File: src/rtl/acp_params.svh
`ifndef ACP_PARAMS_SVH
`define ACP_PARAMS_SVH

// =====================================================================
// register indices (byte address = index * 4)
`define ACP_IDX_SOFT_RESET   10'h000
`define ACP_IDX_IF_MODE      10'h007
`define ACP_IDX_CONV_POWER   10'h008
`define ACP_IDX_LANE_POWER   10'h009
`define ACP_IDX_SYNC_REF_CLK 10'h00e
`define ACP_IDX_FUSE_LOAD    10'h013
`define ACP_IDX_STATUS       10'h03f

// =====================================================================
// field positions and writable masks
`define ACP_SOFT_RESET_BIT   0
`define ACP_MAP_SEL_MSB      7
`define ACP_MAP_SEL_LSB      5
`define ACP_IF_SEL_EN_BIT    3
`define ACP_IF_MODE_MSB      2
`define ACP_IF_MODE_LSB      0
`define ACP_CONVERTER_A_POWERDOWN_BIT        2
`define ACP_CONVERTER_B_POWERDOWN_BIT        1
`define ACP_WHOLE_DEVICE_POWERDOWN_BIT   0
`define ACP_IF_MODE_MASK     8'hef
`define ACP_CONV_POWER_MASK  8'h07
`define ACP_LANE_POWER_MASK  8'h0f
`define ACP_SYNC_REF_MASK    8'hef
`define ACP_REG_RESET        8'h00

// =====================================================================
// encodings
`define ACP_MODE_ONE_LANE    3'h4
`define ACP_MODE_HALF_LANE   3'h5
`define ACP_MAP_NONE         3'h0

// =====================================================================
// timing
`define ACP_CLK_PERIOD_NS    25
`define ACP_FUSE_HOLD_NS     1000000
`define ACP_FUSE_HOLD_CYCLES (`ACP_FUSE_HOLD_NS / `ACP_CLK_PERIOD_NS)
`define ACP_HOLD_CNT_W       16

`endif

File: src/rtl/acp_pkg.sv
package acp_pkg;

  // output interface arrangement, gray along two -> one -> half lane
  typedef enum logic [1:0] {
    ACP_TWO_LANE  = 2'h0,
    ACP_ONE_LANE  = 2'h1,
    ACP_HALF_LANE = 2'h3
  } acp_mode_t;

  function automatic acp_mode_t acp_eff_mode(input logic [7:0] if_ctrl);
    acp_mode_t m;
    m = ACP_TWO_LANE;
    if (if_ctrl[3]) begin
      if (if_ctrl[2:0] == 3'h4) begin
        m = ACP_ONE_LANE;
      end else if (if_ctrl[2:0] == 3'h5) begin
        m = ACP_HALF_LANE;
      end
    end
    return m;
  endfunction

endpackage

File: src/rtl/acp_fuse_rom.sv
`timescale 1ns/1ps

// =====================================================================
// fuse bank: default bit mapping per interface arrangement
module acp_fuse_rom (
  input  wire logic              pclk,
  input  wire logic              presetn,
  input  wire acp_pkg::acp_mode_t mode,
  output logic [2:0]             map_r
);
  import acp_pkg::*;

  typedef struct packed {
    logic [2:0] map;
  } acp_rom_st_t;

  acp_rom_st_t st_r;
  acp_rom_st_t st_nxt;

  always_comb begin
    st_nxt = st_r;
    case (mode)
      ACP_ONE_LANE:  st_nxt.map = 3'h3;
      ACP_HALF_LANE: st_nxt.map = 3'h4;
      default:       st_nxt.map = 3'h1;
    endcase
  end

  always_ff @(posedge pclk or negedge presetn) begin
    if (!presetn) begin
      st_r <= '0;
    end else begin
      st_r <= st_nxt;
    end
  end

  assign map_r = st_r.map;
endmodule

File: src/rtl/acp_power_out.sv
`timescale 1ns/1ps
`include "acp_params.svh"

// =====================================================================
// registered power-down controls toward the analog side
module acp_power_out (
  input  wire logic       pclk,
  input  wire logic       presetn,
  input  wire logic [7:0] conv_ctrl,
  input  wire logic [7:0] lane_ctrl,
  output logic            converter_a_powerdown,
  output logic            converter_b_powerdown,
  output logic            whole_device_powerdown,
  output logic [3:0]      lane_powerdown
);
  import acp_pkg::*;

  typedef struct packed {
    logic       pd_a;
    logic       pd_b;
    logic       pd_all;
    logic [3:0] lanes;
  } acp_pwr_st_t;

  acp_pwr_st_t st_r;
  acp_pwr_st_t st_nxt;

  always_comb begin
    st_nxt        = st_r;
    st_nxt.pd_a   = conv_ctrl[`ACP_CONVERTER_A_POWERDOWN_BIT];
    st_nxt.pd_b   = conv_ctrl[`ACP_CONVERTER_B_POWERDOWN_BIT];
    st_nxt.pd_all = conv_ctrl[`ACP_WHOLE_DEVICE_POWERDOWN_BIT];
    // lanes follow only their own bits, never the interface arrangement
    st_nxt.lanes  = lane_ctrl[3:0];
  end

  always_ff @(posedge pclk or negedge presetn) begin
    if (!presetn) begin
      st_r <= '0;
    end else begin
      st_r <= st_nxt;
    end
  end

  assign converter_a_powerdown  = st_r.pd_a;
  assign converter_b_powerdown  = st_r.pd_b;
  assign whole_device_powerdown = st_r.pd_all;
  assign lane_powerdown         = st_r.lanes;
endmodule

File: src/rtl/acp_regbank.sv
// The APB slave port was left to the implementer.
`timescale 1ns/1ps
`include "acp_params.svh"

// Function
// - reset bit restores defaults, then self-clears
// - mapping field picks output bit arrangement
// - default mapping from fuses after fuse load
// - interface register bit 3 enables mode selection
// - mode field 100/101 acts only when enabled
// - power bit 2 powers down converter A
// - power bit 1 powers down converter B
// - power bit 0 powers down whole device
// - lane bits power down their own lanes
// - lanes A1, B1 never auto powered down
// - lane B0 never auto powered down
// - all fields reset to zero
module acp_regbank #(
  parameter int FUSE_HOLD_CYCLES = `ACP_FUSE_HOLD_CYCLES
) (
  input  wire logic        pclk,
  input  wire logic        presetn,
  input  wire logic        psel,
  input  wire logic        penable,
  input  wire logic        pwrite,
  input  wire logic [11:0] paddr,
  input  wire logic [31:0] pwdata,
  output logic [31:0]      prdata,
  output logic             pready,
  output logic             pslverr,
  output acp_pkg::acp_mode_t active_mode,
  output logic [2:0]       active_mapping,
  output logic             mapping_loaded,
  output logic             fuse_hold_met,
  output logic [7:0]       sync_ref_clock_ctrl,
  output logic             converter_a_powerdown,
  output logic             converter_b_powerdown,
  output logic             whole_device_powerdown,
  output logic [3:0]       lane_powerdown
);
  import acp_pkg::*;

  localparam logic [`ACP_HOLD_CNT_W-1:0] HOLD_CNT = `ACP_HOLD_CNT_W'(FUSE_HOLD_CYCLES);

  // ===================================================================
  // state
  typedef struct packed {
    logic                       soft_rst;
    logic [7:0]                 if_ctrl;
    logic [7:0]                 conv_ctrl;
    logic [7:0]                 lane_ctrl;
    logic [7:0]                 sync_ref;
    logic                       fuse_ctl;
    logic [`ACP_HOLD_CNT_W-1:0] hold_cnt;
    logic                       hold_met;
    logic                       loaded;
    acp_mode_t                  mode;
    logic [2:0]                 map;
    logic                       pready;
    logic                       pslverr;
    logic [31:0]                prdata;
  } acp_st_t;

  acp_st_t    st_r;
  acp_st_t    st_nxt;
  logic [2:0] fuse_map;

  acp_fuse_rom u_fuse (
    .pclk    (pclk),
    .presetn (presetn),
    .mode    (acp_eff_mode(st_r.if_ctrl)),
    .map_r   (fuse_map)
  );

  acp_power_out u_pwr (
    .pclk                   (pclk),
    .presetn                (presetn),
    .conv_ctrl              (st_r.conv_ctrl),
    .lane_ctrl              (st_r.lane_ctrl),
    .converter_a_powerdown  (converter_a_powerdown),
    .converter_b_powerdown  (converter_b_powerdown),
    .whole_device_powerdown (whole_device_powerdown),
    .lane_powerdown         (lane_powerdown)
  );

  // ===================================================================
  // bus decode
  logic       setup;
  logic       wr_go;
  logic [9:0] idx;
  logic       aligned;

  assign setup   = psel && !penable;
  assign wr_go   = psel && penable && st_r.pready && pwrite && !st_r.pslverr;
  assign idx     = paddr[11:2];
  assign aligned = (paddr[1:0] == 2'h0);

  function automatic logic mapped(input logic [9:0] i);
    return (i == `ACP_IDX_SOFT_RESET) || (i == `ACP_IDX_IF_MODE) || (i == `ACP_IDX_CONV_POWER) ||
           (i == `ACP_IDX_LANE_POWER) || (i == `ACP_IDX_SYNC_REF_CLK) ||
           (i == `ACP_IDX_FUSE_LOAD) || (i == `ACP_IDX_STATUS);
  endfunction

  // ===================================================================
  // next state
  always_comb begin
    st_nxt         = st_r;
    st_nxt.pready  = setup;
    st_nxt.pslverr = setup && !(aligned && mapped(idx));
    if (setup) begin
      st_nxt.prdata = 32'h0;
      if (idx == `ACP_IDX_SOFT_RESET) begin
        st_nxt.prdata[0] = st_r.soft_rst;
      end else if (idx == `ACP_IDX_IF_MODE) begin
        st_nxt.prdata[7:0] = st_r.if_ctrl;
      end else if (idx == `ACP_IDX_CONV_POWER) begin
        st_nxt.prdata[7:0] = st_r.conv_ctrl;
      end else if (idx == `ACP_IDX_LANE_POWER) begin
        st_nxt.prdata[7:0] = st_r.lane_ctrl;
      end else if (idx == `ACP_IDX_SYNC_REF_CLK) begin
        st_nxt.prdata[7:0] = st_r.sync_ref;
      end else if (idx == `ACP_IDX_FUSE_LOAD) begin
        st_nxt.prdata[0] = st_r.fuse_ctl;
      end else if (idx == `ACP_IDX_STATUS) begin
        st_nxt.prdata[7:0] = {1'b0, st_r.map, st_r.mode, st_r.hold_met, st_r.loaded};
      end
    end

    // interface arrangement follows the enable live
    st_nxt.mode = acp_eff_mode(st_r.if_ctrl);

    // fuse load: hold time is counted so software can see it was met
    if (st_r.fuse_ctl) begin
      if (st_r.hold_cnt != HOLD_CNT) begin
        st_nxt.hold_cnt = st_r.hold_cnt + `ACP_HOLD_CNT_W'(1);
      end else begin
        st_nxt.hold_met = 1'b1;
      end
    end

    if (wr_go) begin
      // reserved bits are dropped, so they always read back as zero
      if (idx == `ACP_IDX_SOFT_RESET) begin
        st_nxt.soft_rst = pwdata[`ACP_SOFT_RESET_BIT];
      end else if (idx == `ACP_IDX_IF_MODE) begin
        st_nxt.if_ctrl = pwdata[7:0] & `ACP_IF_MODE_MASK;
      end else if (idx == `ACP_IDX_CONV_POWER) begin
        st_nxt.conv_ctrl = pwdata[7:0] & `ACP_CONV_POWER_MASK;
      end else if (idx == `ACP_IDX_LANE_POWER) begin
        st_nxt.lane_ctrl = pwdata[7:0] & `ACP_LANE_POWER_MASK;
      end else if (idx == `ACP_IDX_SYNC_REF_CLK) begin
        st_nxt.sync_ref = pwdata[7:0] & `ACP_SYNC_REF_MASK;
      end else if (idx == `ACP_IDX_FUSE_LOAD) begin
        st_nxt.fuse_ctl = pwdata[0];
        if (pwdata[0] && !st_r.fuse_ctl) begin
          st_nxt.hold_cnt = '0;
          st_nxt.hold_met = 1'b0;
        end
        // falling edge of the control bit completes the load
        if (!pwdata[0] && st_r.fuse_ctl) begin
          st_nxt.loaded = 1'b1;
          if (st_r.if_ctrl[`ACP_MAP_SEL_MSB:`ACP_MAP_SEL_LSB] != `ACP_MAP_NONE) begin
            st_nxt.map = st_r.if_ctrl[`ACP_MAP_SEL_MSB:`ACP_MAP_SEL_LSB];
          end else begin
            st_nxt.map = fuse_map;
          end
        end
      end
    end

    // soft reset clears everything but the bus answer; bit reads 0 after
    if (st_r.soft_rst) begin
      st_nxt.soft_rst  = 1'b0;
      st_nxt.if_ctrl   = `ACP_REG_RESET;
      st_nxt.conv_ctrl = `ACP_REG_RESET;
      st_nxt.lane_ctrl = `ACP_REG_RESET;
      st_nxt.sync_ref  = `ACP_REG_RESET;
      st_nxt.fuse_ctl  = 1'b0;
      st_nxt.hold_cnt  = '0;
      st_nxt.hold_met  = 1'b0;
      st_nxt.loaded    = 1'b0;
      st_nxt.mode      = ACP_TWO_LANE;
      st_nxt.map       = `ACP_MAP_NONE;
    end
  end

  always_ff @(posedge pclk or negedge presetn) begin
    if (!presetn) begin
      st_r <= '0;
    end else begin
      st_r <= st_nxt;
    end
  end

  // ===================================================================
  // outputs
  assign prdata              = st_r.prdata;
  assign pready              = st_r.pready;
  assign pslverr             = st_r.pslverr;
  assign active_mode         = st_r.mode;
  assign active_mapping      = st_r.map;
  assign mapping_loaded      = st_r.loaded;
  assign fuse_hold_met       = st_r.hold_met;
  assign sync_ref_clock_ctrl = st_r.sync_ref;
endmodule

File: config.mk
export PLATFORM = sky130hd
export DESIGN_NAME = acp_regbank
export DESIGN_NICKNAME = d
export VERILOG_FILES = /design/src/rtl/acp_pkg.sv /design/src/rtl/acp_fuse_rom.sv /design/src/rtl/acp_power_out.sv /design/src/rtl/acp_regbank.sv
export VERILOG_INCLUDE_DIRS = /design/src /design/src/rtl
export SDC_FILE = /design/constraint.sdc
export NUM_CORES = 1
export LEC_CHECK = 0
export ABC_AREA = 1
export BUFFER_PORTS_ARGS = -buffer_cell sky130_fd_sc_hd__buf_2
export CORE_ASPECT_RATIO = 1.1
export CORE_MARGIN = 2
export CORE_UTILIZATION = 45
export DETAILED_ROUTE_END_ITERATION = 10
export PLACE_DENSITY = 0.82
export REMOVE_ABC_BUFFERS = 1
export SKIP_LAST_GASP = 1
export SLEW_MARGIN = 25
export SYNTH_ARGS = -nofsm -noshare
export SYNTH_HDL_FRONTEND = slang
export SYNTH_SLANG_ARGS = --single-unit
File: constraint.sdc
create_clock -name pclk -period 1.96 [get_ports pclk]
set_clock_uncertainty 0.2 [all_clocks]
set_input_delay 0.196 -clock pclk [delete_from_list [all_inputs] [get_ports pclk]]
set_output_delay 0.196 -clock pclk [all_outputs]
set_load 0.03 [all_outputs]
After elaboration in Yosys (flattened, before gate mapping)
Cells that the tools add are included.
Cells by class
  $add $sub $neg: 1
  multiply operators: 0
  div/mod/pow operators: 0
  magnitude comparators: 0
  eq/ne operators: 16
  shift-type cells: 0
  muxes and demuxes: 40
  bitwise logic cells: 0
  reduce and logical (&&, ||, !) cells: 36
Operators by type and width (count)
  8-bit two-way mux: 8
  57-bit two-way mux: 1
  52-bit two-way mux: 1
  51-bit two-way mux: 1
  43-bit two-way mux: 1
  19-bit two-way mux: 2
  35-bit two-way mux: 1
  17-bit two-way mux: 2
  10-bit by 4-bit equality test with 1-bit output (second input constant): 3
  27-bit two-way mux: 1
  3-bit two-way mux: 9
  16-bit by 1-bit adder with 16-bit output (second input constant): 1
  16-bit two-way mux: 1
  16-bit inequality test (second input constant): 1
  7-bit two-way mux: 2
  2-bit nonzero test: 7
  10-bit by 3-bit equality test with 1-bit output (second input constant): 1
  10-bit by 5-bit equality test with 1-bit output (second input constant): 1
  10-bit by 6-bit equality test with 1-bit output (second input constant): 1
  10-bit logical NOT: 1
  2-bit inequality test (second input constant): 5
  1-bit logical AND: 9
  8-bit AND reduction: 1
  7-bit AND reduction: 1
  15 further kinds: 31
Storage, ports and cells
  bits in registers: 77
  latch bits: 0
  bits in writable memories: 0
  memory bits (read-only): 0
  input bits: 49
  output and inout port bits: 56
  word-level logic and storage cells: 112
  memories kept: 0

Logic depth before layout (Yosys ltp)
  word-level depth: 12
  depth in mapped cells: 11
  depth with buffers taken out: 11

By module
From an unflattened synthesis, not the netlist that was laid out.
Unflattened totals
  cell total of the unflattened synthesis: 540
  area, all modules: 4056.4 sq um
By module, submodules not included
  acp_regbank: instances 1, cells each 526, area each 3791.1 sq um, seq. area each 1401.3 sq um
  acp_power_out: instances 1, cells each 7, area each 175.2 sq um, seq. area each 175.2 sq um
  acp_fuse_rom: instances 1, cells each 7, area each 90.1 sq um, seq. area each 75.1 sq um

Least setup slack after synthesis
No wires, ideal clock.
  kind: reg-to-reg
  start: register st_r (netlist bit pready)
  end: register st_r[56] (netlist name)
  library setup time: 0.120 ns
  arrival: 1.545 ns
  data required time: 1.640 ns
  setup slack: 0.095 ns
  stages on the path, launching flop included: 9
  buffers on the path: 1
  period minus slack after synthesis: 1.865 ns
  cell sequence: dfrtp_1 inv_1 nor2_1 nand3_2 inv_1 nand2_1 o31ai_4 buf_8 nor2_1
RTL lines
  from (decl): line acp_regbank.sv:64  | acp_st_t st_r;
  from (signal assigned): line acp_regbank.sv:191  | st_r <= st_nxt;

Final worst setup path
  start: register st_r (netlist bit pslverr)
  end: register st_r (netlist bit sync_ref_clock_ctrl[5])
On the way
  longest elaborated chain between the ends: 4
Ends and longest elaborated chain
  1-bit logical NOT: line acp_regbank.sv:94  | assign wr_go = psel && penable && st_r.pready && pwrite && !st_r.pslverr;
  1-bit logical AND: line acp_regbank.sv:94
  2-bit nonzero test (no source line)
  6-bit AND reduction (no source line)
No other way between the ends.
A chain may end at the register's enable or synchronous reset.

==> metrics.txt <==
run status finished clean; Clock Latency Late Sink 0.35 ns; Final Hold Fails 0; grt total ovfl 0; Net Sw Power 0.7674 mW; CP Class reg2reg; Achievable Freq about 0.54 GHz; P per Cell Area slightly above 600 nW/um2; CP arrival ~2.0 ns; Initial DRC Count 187; Seq pwr share 0.479; worst hold start paddr[7]; global-route wire length before repair 16250 um; top cells by area, synth dfrtp_1 41%, nand2_1 11%, buf_4 8.8%; root buffer cell clkbuf_8; most common cell after layout, fill and taps aside nand2_1; Layout Nets 649; CTS tree built; final weighted congestion in routability-driven placement between 0.9 and 1; CP Cell Sequence nor2_1 > nand3_4 > nand2_1 > nand2_1 > nor2_4 > buf_4 > nand3_1 > nand2_1; crit share post-route 0.9449; Slew headroom 0.6521; core area between 8000 and 9000 um2; Vias 3581; ANT nets after route 0; routed len/inst 13.95 um; Post-Layout Inst Area 4618 um2; height of the die about 100 um; pre-CTS WS 0.05230 ns; Synth Warn # 0; Leak 2.413 nW; die area 9672 um2; Clock power frac 0.438; Final setup viols 0; FF-to-FF path depth 8; CTS max path bufs 2; most used cell, CP nand2_1; GRT Total Usage 0.2168; final worst slack 0.1081 ns; Max Slew Vio Count 0; overall power 2.876 mW; Sw Ratio 0.2668; Die W 93.95 um; largest net degree at the start of global routing 43; Post-synth EDFFs 0; Tmin final 1.852 ns; ratio of cells with drive above 1 in the final layout 0.2007; total wire length 10000 um; met3 wire length ~540 um; Synth area leader dfrtp_1; sequential area share after synthesis 0.4124; ys async rst share 1.000; TritonCTS Buffers 9; Most used DFF post-synth dfrtp_1; FP Rows 36; # IOs 105; most frequent cells in the layout 119 x nand2_1, 65 x nand3_1, 65 x dfrtp_1; max capacitance violation total 0; vias in the first global route around 3500; cell internal pwr between 2 and 2.5 mW; depth of the worst hold-timing path 4; Cells after Synth 534; Crit-path slowest cell dfrtp_1; TNS Setup 0 ns; Seq cells post-synth 66; DRC 0; flop2flop setup slack 0.11 ns; initial antenna violation count 0; hold crit path type in2reg; Comb power frac 0.083; CP required 2.06 ns; antenna cells 0; Synth Cell Area 4005 um2; Peak VDD IR ~420 uV; Worst Path Max Fanout 7; dpl cell area 4280 um2; Distinct cells, synth 35; Worst Hold Endpoint st_r[57]; clk slew on worst S/H paths 0.08 ns; Routed met2 length 5068 um; vias per std cell 4.994; Worst path max stage delay around 0.38 ns; Filler cells 829; Worst Setup End Kind flop; Initial Util 0.4583; area delta synth->final 15.31%; Metal-1 WL ~4000 um; Storage cell area ~1700 um2; transition time of the tightest slew-check pin 0.5218 ns; clk sinks 66; area of the multi-input gates 1832 um2; Post-DP HPWL 7478 um; crit start category flop; worst flop-to-flop path endpoint sync_ref_clock_ctrl[5]; IO buf count 54; TritonRoute pass-1 iters 5; share of the synthesized area in the top cell type 0.4124; H-tree lvl count 3; Avg Cell Area, Syn 7.500 um2; highest routed metal layer met4; RR Startpoint pslverr
## synth_stat cells (4+ instances only)
cell type    n
clkbuf_1     4
xor2_1      13
a21oi_1      9
nor2_2      10
inv_1       61
nor3_1       9
nand2_1    119
buf_4       47
nor2_4       4
dfrtp_1     66
nand3_1     65
nor2_1      63
o21ai_0     27
nand4_1      6
## final cells by class
cell class / count / area share
Clock buffer: 11 / 0.03278
Clock inverter: 5 / 0.01463
Timing Repair Buffer: 82 / 0.1143
Sequential cell: 66 / 0.3579
Inverter: 65 / 0.05283
Multi-Input combinational cell: 374 / 0.3966
Tap cell: 114 / 0.03089
## repair_timing
action,in CTS,in global routing
setup buffers,0,1
endpoints found under the hold margin,73,0
hold buffers,9,0
resized for setup,0,5
endpoints found under the setup margin,0,18
## worst max-delay path by stage
stage | endpoint | slack, ns | from | cells after the start
after floorplan | st_r[43] | -0.03 | pready | 7
after global placement | st_r[55] | 0.16 | st_r[41] | 8
after detailed placement | sync_ref_clock_ctrl[3] | 0.05 | pslverr | 8
after CTS | sync_ref_clock_ctrl[3] | 0.04 | pslverr | 8
after global routing | sync_ref_clock_ctrl[6] | -0.01 | pready | 9
final | sync_ref_clock_ctrl[5] | 0.11 | pslverr | 8
## state kept, by name (all words and copies together), names as in the netlist, 2 cells and up
signal / cells
active_mapping: 3
active_mode: 2
prdata: 8
st_r: 32
sync_ref_clock_ctrl: 7
u_fuse.map_r: 3
u_pwr.lane_powerdown: 4
## cells by family (layout without fill, tap and decap cells)
kind of cell | Yosys count | count (layout) | share of synthesized area
XOR/XNOR | 13 | 13 | 0.02843
AND/OR/NAND/NOR | 286 | 286 | 0.3230
adder cells (fa/ha/maj) | 2 | 2 | 0.006247
AO/OA/AOI/OAI | 48 | 48 | 0.07123
buffers and inverters | 118 | 163 | 0.1578
flip-flops | 66 | 66 | 0.4124
other | 1 | 25 | 0.0009363
## critical path: cells and delay by family, from the launching register on
kind,cells,cell delay (ns)
buffers and inverters,1,0.16
flip-flops,1,0.38
AND/OR/NAND/NOR,7,1.05
## power groups by stage
stage                     Clock (mW)  Combinational, mW  Sequential, mW
after floorplan                    0              0.130            1.41
after global placement             0              0.216            1.40
after detailed placement           0              0.221            1.41
after CTS                       1.28              0.236            1.38
after global routing            1.34              0.264            1.38
final                           1.26              0.238            1.38
## routing by layer
layer  up-vias  GRT usage
li1       1755          -
met1      1656     0.2503
met2       136     0.3786
met3        34    0.04459
met4         0     0.1171
met5         -          0
## metrics by stage
step / hold WS, ns / utilization / std cells
after floorplan: -0.2996 / - / 505
after global placement: 0.03225 / 0.4898 / 691
after detailed placement: 0.02845 / 0.4898 / 691
after CTS: 0.01031 / 0.5252 / 716
after global routing: 0.04260 / 0.5285 / 717
final: 0.02276 / 0.5285 / 717
Power figures use the tool's default switching activity.
